`src/shared/lom_params.svh`:
```
`ifndef LOM_PARAMS_SVH
`define LOM_PARAMS_SVH

// Register byte addresses
`define LOM_ADDR_CTRL 8'h12
`define LOM_ADDR_STICKY 8'h26
`define LOM_ADDR_EVENT 8'h27

// Field positions
`define LOM_BIT_LIVE_RB 0
`define LOM_BIT_STICKY 0
`define LOM_BIT_CLR_LOCK 0
`define LOM_BIT_EVENT 1

// Reset values
`define LOM_CTRL_RST 7'h06
`define LOM_EVENT_RST 1'b0
`define LOM_STICKY_RST 1'b0
`define LOM_CLR_LOCK_RST 1'b0

// Timing: no reference edge for this long counts as loss
`define LOM_CLK_PERIOD_NS 10
`define LOM_LOSS_TIME_NS 1000
`define LOM_LOSS_CYCLES \
   ((`LOM_LOSS_TIME_NS + `LOM_CLK_PERIOD_NS - 1) / `LOM_CLK_PERIOD_NS)
`define LOM_CNT_W 8

`endif

```
`src/shared/lom_pkg.sv`:
```
package lom_pkg;
   typedef logic [7:0] byte_t;
   typedef enum logic [1:0] {
      DET_WAIT_FIRST,
      DET_PRESENT,
      DET_LOST
   } det_state_t;
endpackage : lom_pkg

```
`src/core/loss_of_input_monitor_and_lock.sv`:
```
`timescale 1ns/1ps
`include "lom_params.svh"
module loss_of_input_monitor_and_lock (
   // Clock and power-on reset
   input wire logic core_clk,
   input wire logic srst,
   // Monitored reference clock pin
   input wire logic reference_input_clock,
   // Sideband interface enable pin
   input wire logic sideband_enable,
   // Byte register port from the SMBus engine
   input wire logic reg_wr,
   input wire logic reg_rd,
   input wire lom_pkg::byte_t reg_addr,
   input wire lom_pkg::byte_t reg_wdata,
   output lom_pkg::byte_t reg_rdata,
   output logic reg_rvalid,
   // Open-drain loss indicator pin
   input wire logic loss_indicator_n_i,
   output logic loss_indicator_n_o,
   output logic loss_indicator_n_oe,
   output logic indicator_level,
   // Parked clock path
   output logic park_active,
   output logic path_out_p,
   output logic path_out_n,
   // Control bits steered by the lock
   output logic [7:1] ctrl_bits,
   output logic writes_locked
);
   import lom_pkg::*;

   logic loss_present, loss_onset, edge_seen, ref_level;

   // Presence decision feeds both the pin and the event flag
   loss_detector u_det (
      .core_clk(core_clk),
      .srst(srst),
      .ref_in(reference_input_clock),
      .loss_present(loss_present),
      .loss_onset(loss_onset),
      .edge_seen(edge_seen),
      .ref_level(ref_level)
   );

   // Register state
   logic [7:1] ctrl_r, ctrl_nxt;
   logic sticky_r, sticky_nxt;
   logic clr_lock_r, clr_lock_nxt;
   logic event_r, event_nxt;
   byte_t rdata_r, rdata_nxt;
   logic rvalid_r, rvalid_nxt;
   logic locked;
   logic wr_ctrl, wr_sticky, wr_event;
   logic sb_s1_r, sb_s2_r, sb_on;

   // Sideband pin is asynchronous; only the synced copy is used
   assign sb_on = sb_s2_r;

   assign locked = sticky_r | clr_lock_r;
   assign wr_ctrl = reg_wr && (reg_addr == `LOM_ADDR_CTRL);
   assign wr_sticky = reg_wr && (reg_addr == `LOM_ADDR_STICKY);
   // Status byte has no meaning with the sideband disabled
   assign wr_event = reg_wr && (reg_addr == `LOM_ADDR_EVENT) &&
                     sb_on;

   always_comb begin
      ctrl_nxt = ctrl_r;
      sticky_nxt = sticky_r;
      clr_lock_nxt = clr_lock_r;
      event_nxt = event_r;
      if (wr_ctrl && !locked) begin
         ctrl_nxt = reg_wdata[7:1];
      end
      // Sticky lock has no write path back to 0
      if (wr_sticky && !locked && reg_wdata[`LOM_BIT_STICKY]) begin
         sticky_nxt = 1'b1;
      end
      // The lock byte itself stays writable, else the lock could not clear
      if (wr_event && reg_wdata[`LOM_BIT_CLR_LOCK]) begin
         clr_lock_nxt = ~clr_lock_r;
      end
      if (wr_event && reg_wdata[`LOM_BIT_EVENT]) begin
         event_nxt = 1'b0;
      end
      // Set placed last so a same-cycle loss beats the clear
      if (loss_onset) begin
         event_nxt = 1'b1;
      end
   end

   always_comb begin
      rdata_nxt = rdata_r;
      rvalid_nxt = reg_rd;
      if (reg_rd) begin
         case (reg_addr)
            `LOM_ADDR_CTRL: begin
               rdata_nxt = {ctrl_r, ~loss_present};
            end
            `LOM_ADDR_STICKY: begin
               rdata_nxt = {7'h00, sticky_r};
            end
            `LOM_ADDR_EVENT: begin
               if (sb_on) begin
                  rdata_nxt = {6'h00, event_r, clr_lock_r};
               end else begin
                  rdata_nxt = 8'h00;
               end
            end
            default: begin
               rdata_nxt = 8'h00;
            end
         endcase
      end
   end

   always_ff @(posedge core_clk) begin
      if (srst) begin
         ctrl_r <= `LOM_CTRL_RST;
         sticky_r <= `LOM_STICKY_RST;
         clr_lock_r <= `LOM_CLR_LOCK_RST;
         event_r <= `LOM_EVENT_RST;
         rdata_r <= 8'h00;
         rvalid_r <= 1'b0;
         sb_s1_r <= 1'b0;
         sb_s2_r <= 1'b0;
      end else begin
         ctrl_r <= ctrl_nxt;
         sticky_r <= sticky_nxt;
         clr_lock_r <= clr_lock_nxt;
         event_r <= event_nxt;
         rdata_r <= rdata_nxt;
         rvalid_r <= rvalid_nxt;
         sb_s1_r <= sideband_enable;
         sb_s2_r <= sb_s1_r;
      end
   end

   // Pin side
   logic oe_r, oe_nxt;
   logic park_r, park_nxt;
   logic out_p_r, out_p_nxt;
   logic out_n_r, out_n_nxt;
   logic pin_s1_r, pin_s2_r;

   always_comb begin
      // Detector holds loss until the first edge after reset
      oe_nxt = loss_present;
      park_nxt = loss_present;
      if (loss_present) begin
         out_p_nxt = 1'b0;
         out_n_nxt = 1'b0;
      end else begin
         out_p_nxt = ref_level;
         out_n_nxt = ~ref_level;
      end
   end

   always_ff @(posedge core_clk) begin
      if (srst) begin
         oe_r <= 1'b1;
         park_r <= 1'b1;
         out_p_r <= 1'b0;
         out_n_r <= 1'b0;
         pin_s1_r <= 1'b0;
         pin_s2_r <= 1'b0;
      end else begin
         oe_r <= oe_nxt;
         park_r <= park_nxt;
         out_p_r <= out_p_nxt;
         out_n_r <= out_n_nxt;
         pin_s1_r <= loss_indicator_n_i;
         pin_s2_r <= pin_s1_r;
      end
   end

   assign loss_indicator_n_o = 1'b0;
   assign loss_indicator_n_oe = oe_r;
   assign indicator_level = pin_s2_r;
   assign park_active = park_r;
   assign path_out_p = out_p_r;
   assign path_out_n = out_n_r;
   assign ctrl_bits = ctrl_r;
   assign writes_locked = locked;
   assign reg_rdata = rdata_r;
   assign reg_rvalid = rvalid_r;

   // Checks
   a_event_set_onset: assert property (
      @(posedge core_clk) disable iff (srst)
      loss_onset |=> event_r)
      else $error("event flag not set by loss");

   a_event_no_spurious: assert property (
      @(posedge core_clk) disable iff (srst)
      (!event_r && !loss_onset) |=> !event_r)
      else $error("event flag set without loss");

   a_event_w1c: assert property (
      @(posedge core_clk) disable iff (srst)
      (reg_wr && reg_addr == `LOM_ADDR_EVENT && sb_on &&
       reg_wdata[1] && !loss_onset) |=> !event_r)
      else $error("event flag not cleared by write of 1");

   a_event_hold0: assert property (
      @(posedge core_clk) disable iff (srst)
      (event_r && !(reg_wr && reg_addr == `LOM_ADDR_EVENT &&
       reg_wdata[1])) |=> event_r)
      else $error("event flag lost without clearing write");

   a_event_set_wins: assert property (
      @(posedge core_clk) disable iff (srst)
      (loss_onset && wr_event && reg_wdata[1]) |=> event_r)
      else $error("clear beat same-cycle loss");

   a_ctrl_lock_hold: assert property (
      @(posedge core_clk) disable iff (srst)
      (reg_wr && reg_addr == `LOM_ADDR_CTRL && clr_lock_r)
      |=> $stable(ctrl_r))
      else $error("control written while locked");

   a_ctrl_open_write: assert property (
      @(posedge core_clk) disable iff (srst)
      (reg_wr && reg_addr == `LOM_ADDR_CTRL && !clr_lock_r && !sticky_r)
      |=> ctrl_r == $past(reg_wdata[7:1]))
      else $error("unlocked control write lost");

   a_sticky_blocks: assert property (
      @(posedge core_clk) disable iff (srst)
      (reg_wr && reg_addr == `LOM_ADDR_CTRL && sticky_r)
      |=> $stable(ctrl_r))
      else $error("control written under sticky lock");

   a_lock_toggle: assert property (
      @(posedge core_clk) disable iff (srst)
      (reg_wr && reg_addr == `LOM_ADDR_EVENT && sb_on &&
       reg_wdata[0]) |=> clr_lock_r != $past(clr_lock_r))
      else $error("clearable lock did not toggle");

   a_sticky_never_clr: assert property (
      @(posedge core_clk) disable iff (srst)
      sticky_r |=> sticky_r [*2])
      else $error("sticky lock cleared by write");

   a_sb_read_gate: assert property (
      @(posedge core_clk) disable iff (srst)
      (reg_rd && reg_addr == `LOM_ADDR_EVENT && !sb_on)
      |=> reg_rvalid && reg_rdata == 8'h00)
      else $error("status byte read with sideband off");

   a_live_readback: assert property (
      @(posedge core_clk) disable iff (srst)
      (reg_rd && reg_addr == `LOM_ADDR_CTRL)
      |=> reg_rdata[0] == !$past(loss_present))
      else $error("live readback wrong");

   a_ind_follow: assert property (
      @(posedge core_clk) disable iff (srst)
      ##1 loss_indicator_n_oe == $past(loss_present) &&
      !loss_indicator_n_o)
      else $error("indicator does not follow detector");

   a_first_edge: assert property (
      @(posedge core_clk) disable iff (srst)
      !edge_seen |=> loss_indicator_n_oe)
      else $error("indicator released before first edge");

   a_park_low: assert property (
      @(posedge core_clk) disable iff (srst)
      (loss_present && $past(loss_present)) |=>
      (!path_out_p && !path_out_n && park_active))
      else $error("clock path not parked low/low");

   a_onset_moves: assert property (
      @(posedge core_clk) disable iff (srst)
      loss_onset |-> loss_present ##1 loss_indicator_n_oe)
      else $error("loss onset did not pull indicator");
endmodule : loss_of_input_monitor_and_lock

```
`src/core/loss_detector.sv`:
```
`timescale 1ns/1ps
`include "lom_params.svh"
module loss_detector (
   // Clock and reset
   input wire logic core_clk,
   input wire logic srst,
   // Monitored reference, asynchronous to core_clk
   input wire logic ref_in,
   // Decision
   output logic loss_present,
   output logic loss_onset,
   output logic edge_seen,
   output logic ref_level
);
   import lom_pkg::*;

   localparam logic [`LOM_CNT_W-1:0] LAST_CNT =
      `LOM_CNT_W'(`LOM_LOSS_CYCLES - 1);

   logic sync1_r, sync2_r, prev_r;
   det_state_t state_r, state_nxt;
   logic [`LOM_CNT_W-1:0] cnt_r, cnt_nxt;
   logic loss_r, loss_nxt;
   logic onset_r, onset_nxt;
   logic seen_r, seen_nxt;
   logic [1:0] warm_r, warm_nxt;
   logic edge_det;

   // Only sensible for references well below half of core_clk
   // Edges ignored until the chain holds real samples: a pin parked
   // high across reset would otherwise fake a first edge
   assign edge_det = (warm_r == 2'h3) & (sync2_r ^ prev_r);

   always_comb begin
      state_nxt = state_r;
      cnt_nxt = cnt_r;
      onset_nxt = 1'b0;
      seen_nxt = seen_r | edge_det;
      warm_nxt = (warm_r == 2'h3) ? warm_r : warm_r + 2'h1;
      case (state_r)
         DET_WAIT_FIRST: begin
            // Stays here forever if no reference ever arrives
            if (edge_det) begin
               state_nxt = DET_PRESENT;
               cnt_nxt = '0;
            end
         end
         DET_PRESENT: begin
            if (edge_det) begin
               cnt_nxt = '0;
            end else if (cnt_r == LAST_CNT) begin
               state_nxt = DET_LOST;
               onset_nxt = 1'b1;
            end else begin
               cnt_nxt = cnt_r + `LOM_CNT_W'(1);
            end
         end
         DET_LOST: begin
            if (edge_det) begin
               state_nxt = DET_PRESENT;
               cnt_nxt = '0;
            end
         end
         default: begin
            state_nxt = DET_WAIT_FIRST;
            cnt_nxt = '0;
         end
      endcase
      loss_nxt = (state_nxt != DET_PRESENT);
   end

   always_ff @(posedge core_clk) begin
      if (srst) begin
         sync1_r <= 1'b0;
         sync2_r <= 1'b0;
         prev_r <= 1'b0;
         state_r <= DET_WAIT_FIRST;
         cnt_r <= '0;
         loss_r <= 1'b1;
         onset_r <= 1'b0;
         seen_r <= 1'b0;
         warm_r <= 2'h0;
      end else begin
         sync1_r <= ref_in;
         sync2_r <= sync1_r;
         prev_r <= sync2_r;
         state_r <= state_nxt;
         cnt_r <= cnt_nxt;
         loss_r <= loss_nxt;
         onset_r <= onset_nxt;
         seen_r <= seen_nxt;
         warm_r <= warm_nxt;
      end
   end

   assign loss_present = loss_r;
   assign loss_onset = onset_r;
   assign edge_seen = seen_r;
   assign ref_level = prev_r;
endmodule : loss_detector

```
`config.mk`:
```
export PLATFORM = sky130hd
export DESIGN_NAME = loss_of_input_monitor_and_lock
export DESIGN_NICKNAME = d
export VERILOG_FILES = /design/src/shared/lom_pkg.sv /design/src/core/loss_of_input_monitor_and_lock.sv /design/src/core/loss_detector.sv
export VERILOG_INCLUDE_DIRS = /design/src /design/src/shared
export SDC_FILE = /design/constraint.sdc
export NUM_CORES = 1
export LEC_CHECK = 0
export ABC_AREA = 1
export BUFFER_PORTS_ARGS = -buffer_cell sky130_fd_sc_hd__buf_2
export CORE_UTILIZATION = 45
export CTS_BUF_LIST = sky130_fd_sc_hd__clkbuf_16
export DETAILED_ROUTE_END_ITERATION = 10
export PLACE_DENSITY = 0.77
export SYNTH_ARGS = -nofsm -noshare
export SYNTH_HDL_FRONTEND = slang
export SYNTH_SLANG_ARGS = --single-unit
```
`constraint.sdc`:
```
create_clock -name core_clk -period 2.4 [get_ports core_clk]
set_input_delay 0.24 -clock core_clk [delete_from_list [all_inputs] [get_ports core_clk]]
set_output_delay 0.24 -clock core_clk [all_outputs]
set_load 0.03 [all_outputs]
```
==> results of run 1 <==
==> path summary, 6_finish.rpt <==
| kind | start | end | slack (ns) | depth (start not counted) |
|---|---|---|---|---|
| max | u_det.warm_r[0]$_SDFFE_PP0P_ | u_det.cnt_r[0]$_SDFFE_PP0P_ | 0.91 | 8 |
| max reg2reg | u_det.warm_r[0]$_SDFFE_PP0P_ | u_det.cnt_r[0]$_SDFFE_PP0P_ | 0.91 | 8 |
| min | reference_input_clock | u_det.sync1_r$_SDFF_PP0_ | 0.15 | 3 |
| min reg2reg | u_det.sync1_r$_SDFF_PP0_ | u_det.sync2_r$_SDFF_PP0_ | 0.40 | 2 |
==> layer usage <==
metal  track usage [%]  vias to the layer above  part of all wire, %
li1                  -                      910                    -
met5                 0                        -                    0
met4              9.04                        0                  2.0
met2              29.5                       48                   44
met3              5.57                        8                  6.4
met1              20.7                      724                   48
==> cells by family (layout without fill, tap and decap cells) <==
logic type	after synthesis	count (layout)	synth area share [%]
fa+ha+maj	2	2	1.31
other cells	1	1	0.196
buf+inv	47	93	10.1
compound gates	35	35	9.36
xor+xnor	1	1	0.458
flops	43	43	45.0
simple gates	135	135	33.5
==> synth_stat cells <==
cell type,count
nand2_4,2
nor2_4,4
clkbuf_1,2
buf_4,2
a21oi_1,18
clkinv_2,1
nand2_1,55
nand3_2,2
dfxtp_1,43
inv_1,36
o21ai_0,16
nor2_2,5
buf_6,1
conb_1,1
a21oi_2,1
ha_1,2
nor3_1,2
clkinv_1,2
xor2_1,1
inv_2,2
nand2_2,2
buf_2,1
nand3_1,15
or2_4,1
nor3_4,1
nand4_1,8
nor2_1,38
==> layout make-up <==
class / count / share of cell area [%]
clock buffers: 5 / 5.43
clock inverters: 3 / 1.09
inverters: 41 / 6.73
multi-input cells: 174 / 37.2
flip-flops and latches: 43 / 37.3
well taps: 50 / 2.71
repair buffers: 44 / 9.55
==> worst max-delay path, cell delays in order, from the launching register on <==
cell and delay (ns):
dfxtp_1 0.35, ha_1 0.26, nand2_2 0.09, nor2_4 0.20, inv_2 0.07, nand2_1 0.08, nor2_2 0.06, o21ai_0 0.21
nor2_1 0.06
==> stage by stage <==
stage               hold WS, ns  std cells  setup WS [ns]
global placement          0.390        352          0.907
CTS                       0.152        360          0.914
finish                    0.154        360          0.910
global route              0.163        360          0.809
detailed placement        0.395        352          0.904
floorplan                 0.347        264           1.15
==> state kept, by name (all words and copies together) (netlist names) <==
name and count:
u_det.state_r 2, u_det.loss_onset 1, u_det.ref_level 1, sb_s1_r 1, event_r 1, park_active 1, sticky_r 1, clr_lock_r 1
u_det.sync2_r 1, u_det.cnt_r 8, reg_rvalid 1, u_det.warm_r 2, reg_rdata 8, path_out_p 1, indicator_level 1, u_det.sync1_r 1
u_det.loss_present 1, path_out_n 1, ctrl_bits 7, pin_s1_r 1, sb_on 1
==> where the power goes <==
group	switching, mW	internal [mW]	leakage (nW)
logic	0.0869	0.0458	0.641
registers	0.0129	0.737	0.350
clock network	0.281	0.388	0.0700
total	0.381	1.17	1.06
==> placed cells by master, fill, tap and decap left out, drive strengths merged <==
cell type | netlist | final
nand4 | 8 | 8
conb | 1 | 1
o21ai | 16 | 16
or2 | 1 | 1
clkbuf | 2 | 5
xor2 | 1 | 1
nor3 | 3 | 3
dfxtp | 43 | 43
clkinv | 3 | 5
buf | 4 | 44
nand3 | 17 | 17
clkinvlp | 0 | 1
nand2 | 59 | 59
inv | 38 | 38
nor2 | 47 | 47
ha | 2 | 2
a21oi | 19 | 19
==> summary.md, run 1 <==
| Metric | Value |
|---|---|
| Status | finished clean |
| Synth area leader | dfxtp_1 |
| Vias in the first global route | 1,460 |
| Placed cell areas | 2160 µm² |
| Crit path capture type | flip-flop |
| Synthesized net count | 289 |
| CTS tree | done |
| Register Area | 861 µm² |
| WP data arrival | 1.66 ns |
| First-pass GRT wire length | 5990 µm |
| Worst setup SP type | flip-flop |
| Routability cong. | 0.832 |
| PwrDens | 673 nW/µm² |
| Ranking of synthesized cells by area | dfxtp_1 45%, nand2_1 11%, nor2_1 7.5% |
| DRC Markers | 0 |
| CP Class | reg2reg |
| Design area | 2310 µm² |
| Gr usage total | 17.9% |
| Starting DRT DRC Count | 76 |
| Filler cell count | 398 |
| Final hold vios | 0 |
| Share of cells above drive strength 1 | 23.5% |
| RSZ-0062 raised after global routing | false |
| Resize count post-CTS | 0 |
| Cell Area, Synth | 1910 µm² |
| Clock Path Buffers | 2 |
| Initial antenna violation count | 0 |
| Highest clock rate | 671 MHz |
| Die area | 4510 µm² |
| DR WL/cell | 10.4 µm |
| Root Driver | clkbuf_16 |
| Req. time, crit path | 2.57 ns |
| Syn Area/Cell | 7.24 µm² |
| Peak VDD IR | 0.298 mV |
| Die width | 67.2 µm |
| Worst skew pair latency | 0.28 ns |
| Pin count of the biggest net entering global routing | 22 |
| Vias | 1,690 |
| Remaining Overflow, GRT | 0 |
| Worst-path clk slew | 0.06 ns |
| Row count | 23 |
| Top Ports | 46 |
| Worst clock skew | 0.00689 ns |
| Static leakage | 1.06 nW |
| Final wirelength | 3740 µm |
| Syn. warnings | 0 |
| CTS Hold Bufs | 0 |
| Core Util, Final | 57.2% |
| Setup TNS Final | 0 ns |
| Clock sink count | 43 |
| PortBufs | 44 |
| Die Y | 67.2 µm |
| Final setup fails | 0 |
| Number of buffers created by CTS | 5 |
| Final HPWL DP | 2760 µm |
| Worst hold path class | in2reg |
| Antenna viol nets, final | 0 |
| Setup Buffers After CTS | 0 |
| Total power | 1.55 mW |
| CP max FO | 4 |
| Vias per cell | 4.69 |
| H-tree depth | 2 |
| Max Slew Vio Count | 0 |
| Initial Util | 47.5% |
| Multi-input logic area | 857 µm² |
| Final Critical Period | 1.49 ns |
| Top-area cell type share of the netlist area | 45.0% |
| Syn Inst Count | 264 |
| Syn-to-layout area delta | 20.6% |
| Drt first pass iters | 4 |
| Post-synth cell types | 27 |
| N_diodes | 0 |
| Nets | 334 |
| Fin crit share | 62.1% |
| MaxCap Viol Count | 0 |
| Yosys reg bits | 43 |
| Post-synthesis sequential area ratio | 45.0% |
| Core Area | 4030 µm² |
Note: power is estimated with default switching activity, not from simulation.
==> inputs of run 2 (changes only) <==
--- a/config.mk
+++ b/config.mk
@@ -11,7 +11,7 @@
 export CORE_UTILIZATION = 45
 export CTS_BUF_LIST = sky130_fd_sc_hd__clkbuf_16
 export DETAILED_ROUTE_END_ITERATION = 10
-export PLACE_DENSITY = 0.77
+export PLACE_DENSITY = 0.8
 export SYNTH_ARGS = -nofsm -noshare
 export SYNTH_HDL_FRONTEND = slang
 export SYNTH_SLANG_ARGS = --single-unit
==> constraint.sdc (replaced) <==
create_clock -name core_clk -period 1.2 [get_ports core_clk]
set_input_delay 0.12 -clock core_clk [delete_from_list [all_inputs] [get_ports core_clk]]
set_output_delay 0.12 -clock core_clk [all_outputs]
set_load 0.03 [all_outputs]
==> run 2 against run 1 <==
The run now ends with setup timing left. Register-to-register slack worse by 0.98 ns. Count of clock-buffer cells in the layout unchanged. Cell count up 5.3%. Final area up 9.9%. Hold slack worse by 0.12 ns. Clock power up 87%. Largest power group unchanged. Maximum frequency up 17%. Total power up 99%. Die area unchanged. First-iteration DRC count up 11%. Sequential cell count unchanged. Sequential share of layout area down 3.1 points.
==> summary.md, run 2 (synthesis gave the netlist of run 1 again) <==
| Metric | Value |
|---|---|
| Status | complete, but fails checks |
| Failing checks | setup timing |
| Die area | 4510 µm² (unchanged) |
| Number of buffers created by CTS | 5 (unchanged) |
| PortBufs | 44 (unchanged) |
| Sw power | 721 µW (+89%) |
| Worst clock skew | 0.00151 ns (-0.00539 ns) |
| Gr usage total | 19.3% (+1.4 points) |
| Clock sink count | 43 (unchanged) |
| Final hold vios | 0 (unchanged) |
| RSZ-0062 raised after global routing | true |
| Final wirelength | 4280 µm (+14%) |
| Leading cell types in the layout, fill and taps excluded | 53 x nand2_1, 43 x buf_2, 38 x dfxtp_1, 36 x inv_1, 35 x nor2_1 |
| Delay-heaviest family, CP | simple AND/OR/NAND/NOR gates |
| Number of placed cells counting well taps | 369 (+4.8%) |
| Root Driver | clkbuf_16 |
| Slowest cell on crit path | dfxtp_2 |
| Initial antenna violation count | 0 (unchanged) |
| Worst-path clk slew | 0.06 ns (about the same) |
| CTS tree | done |
| Die width | 67.2 µm (unchanged) |
| Core Area | 4030 µm² (unchanged) |
| Share of cells above drive strength 1 | 33.1% (+9.6 points) |
| Commonest non-fill, non-tap cell in the layout | nand2_1 |
| Row count | 23 (unchanged) |
| CP max FO | 7 (+3) |
| Fin worst setup slack | -0.0705 ns (-0.980 ns) |
| Nets | 353 (+5.7%) |
| Critical R2R Launch | u_det.warm_r[1]$_SDFFE_PP0P_ |
| Req. time, crit path | 1.37 ns (-1.20 ns) |
| Top Ports | 46 (unchanged) |
| Reg power frac | 49.0% (+0.7 points) |
| Worst skew pair latency | 0.28 ns (about the same) |
| Filler cell count | 340 (-15%) |
| Max Slew Vio Count | 0 (unchanged) |
| H-tree depth | 2 (unchanged) |
| Pin count of the biggest net entering global routing | 16 (-27%) |
| Routability cong. | 0.857 (+3.0%) |
| Remaining Overflow, GRT | 0 (unchanged) |
| Fin crit share | 106% (+44 points) |
| MaxCap Viol Count | 0 (unchanged) |
| Vias in the first global route | 1,609 (+10%) |
| Critical Path Source | u_det.warm_r[1]$_SDFFE_PP0P_ |
| Final setup fails | 11 (+11) |
| Final HPWL DP | 3110 µm (+12%) |
| Worst-path cell chain | ha_4 > nand2_4 > nor2_4 > nor2_4 > nand2_4 > nand2_4 > nor2_2 > nor2_1 |
| Worst path max stage delay | 0.35 ns (about the same) |
| Switching fraction of total power | 23.3% (-1.2 points) |
| Vias | 1,846 (+9.2%) |
| Highest clock rate | 787 MHz (+17%) |
| N_diodes | 0 (unchanged) |
| Clock Path Buffers | 2 (unchanged) |
| PwrDens | 1220 nW/µm² (+81%) |
| Die Y | 67.2 µm (unchanged) |
| Placed cell areas | 2300 µm² (+6.6%) |
| Design area | 2530 µm² (+9.9%) |
| Static leakage | 1.16 nW (+9.7%) |
| Worst path most repeated cell | nand2_4 |
| WP data arrival | 1.44 ns (-0.22 ns) |
| Drt first pass iters | 4 (unchanged) |
| Worst setup SP type | flip-flop |
| Final Critical Period | 1.27 ns (-0.220 ns) |
| First-pass GRT wire length | 6510 µm (+8.6%) |
| DR WL/cell | 11.3 µm (+8.5%) |
| Min-Delay Startpoint | reg_wdata[2] |
| Pint | 2.37 mW (+100%) |
| CTS Hold Bufs | 0 (unchanged) |
| Clock share of power | 40.6% (-2.5 points) |
| CP Class | reg2reg |
| Finished Layout Cells | 379 (+5.3%) |
| Crit path buf inv count | 0 (-1) |
| Initial Util | 47.5% (unchanged) |
| Starting DRT DRC Count | 84 (+11%) |
| Peak VDD IR | 0.575 mV (+93%) |
| Antenna viol nets, final | 0 (unchanged) |
| Vias per cell | 4.87 (+3.8%) |
| Worst hold path class | in2reg |
| Crit path capture type | flip-flop |
| Syn-to-layout area delta | 32.5% |
| Combinational share of power | 10.5% (+2.0 points) |
| DRC Markers | 0 (unchanged) |
==> run 2: per-layer routing <==
metal / global-route usage [%] / vias to the layer above / wire length, µm
met5: 0 / - / 0
met4: 7.18 / 0 / 10
met3: 5.91 / 2 / 245
met2: 35.5 / 56 / 2220
met1: 20.3 / 833 / 1800
li1: - / 955 / -
==> run 2: power by group through the flow <==
stage | sequential, mW | combinational, mW | clock [mW]
after global placement | 1.54 | 0.290 | 0
final | 1.51 | 0.323 | 1.25
after floorplan | 1.57 | 0.160 | 0
after global routing | 1.52 | 0.365 | 1.37
after CTS | 1.51 | 0.310 | 1.29
after detailed placement | 1.54 | 0.303 | 0
==> run 2: cell type report <==
cell class              count  area (µm²)  area share, %
multi-input cells         174         937           37.0
repair buffers             63         369           14.6
clock buffers               5         125           4.94
inverters                  41         158           6.22
well taps                  50        62.6           2.47
flip-flops and latches     43         867           34.2
clock inverters             3        15.0          0.593
==> run 2: per-stage QoR <==
step | power (mW) | utilization [%] | hold slack [ns] | TNS (ns) | setup slack (ns)
floorplan | 1.73 | - | 0.227 | 0 | 0.0117
global placement | 1.83 | 57.0 | 0.322 | -0.123 | -0.0276
detailed placement | 1.85 | 57.0 | 0.319 | -0.496 | -0.0824
CTS | 3.11 | 61.1 | 0.0335 | -0.239 | -0.0455
global route | 3.25 | 62.9 | 0.0305 | -1.24 | -0.160
finish | 3.09 | 62.9 | 0.0388 | -0.501 | -0.0705
==> run 2: what timing repair did <==
item,in CTS,in global routing
pin swaps,4,8
buffers inserted,1,1
gates resized for setup,7,18
cloned,0,0
setup endpoints to repair,10,17
==> run 2: path summary, 6_finish.rpt <==
kind	end	depth (start not counted)	slack, ns
max reg2reg	u_det.cnt_r[0]$_SDFFE_PP0P_	8	-0.07
min reg2reg	sb_on$_SDFF_PP0_	2	0.41
min	ctrl_bits[2]$_SDFFE_PP1P_	3	0.04
max	u_det.cnt_r[0]$_SDFFE_PP0P_	8	-0.07
==> run 2: worst reg2reg max path: stages (launching register included) <==
cell     delay [ns]
dfxtp_2        0.35
ha_4           0.15
nand2_4        0.05
nor2_4         0.22
nor2_4         0.07
nand2_4        0.11
nand2_4        0.09
nor2_2         0.09
nor2_1         0.05
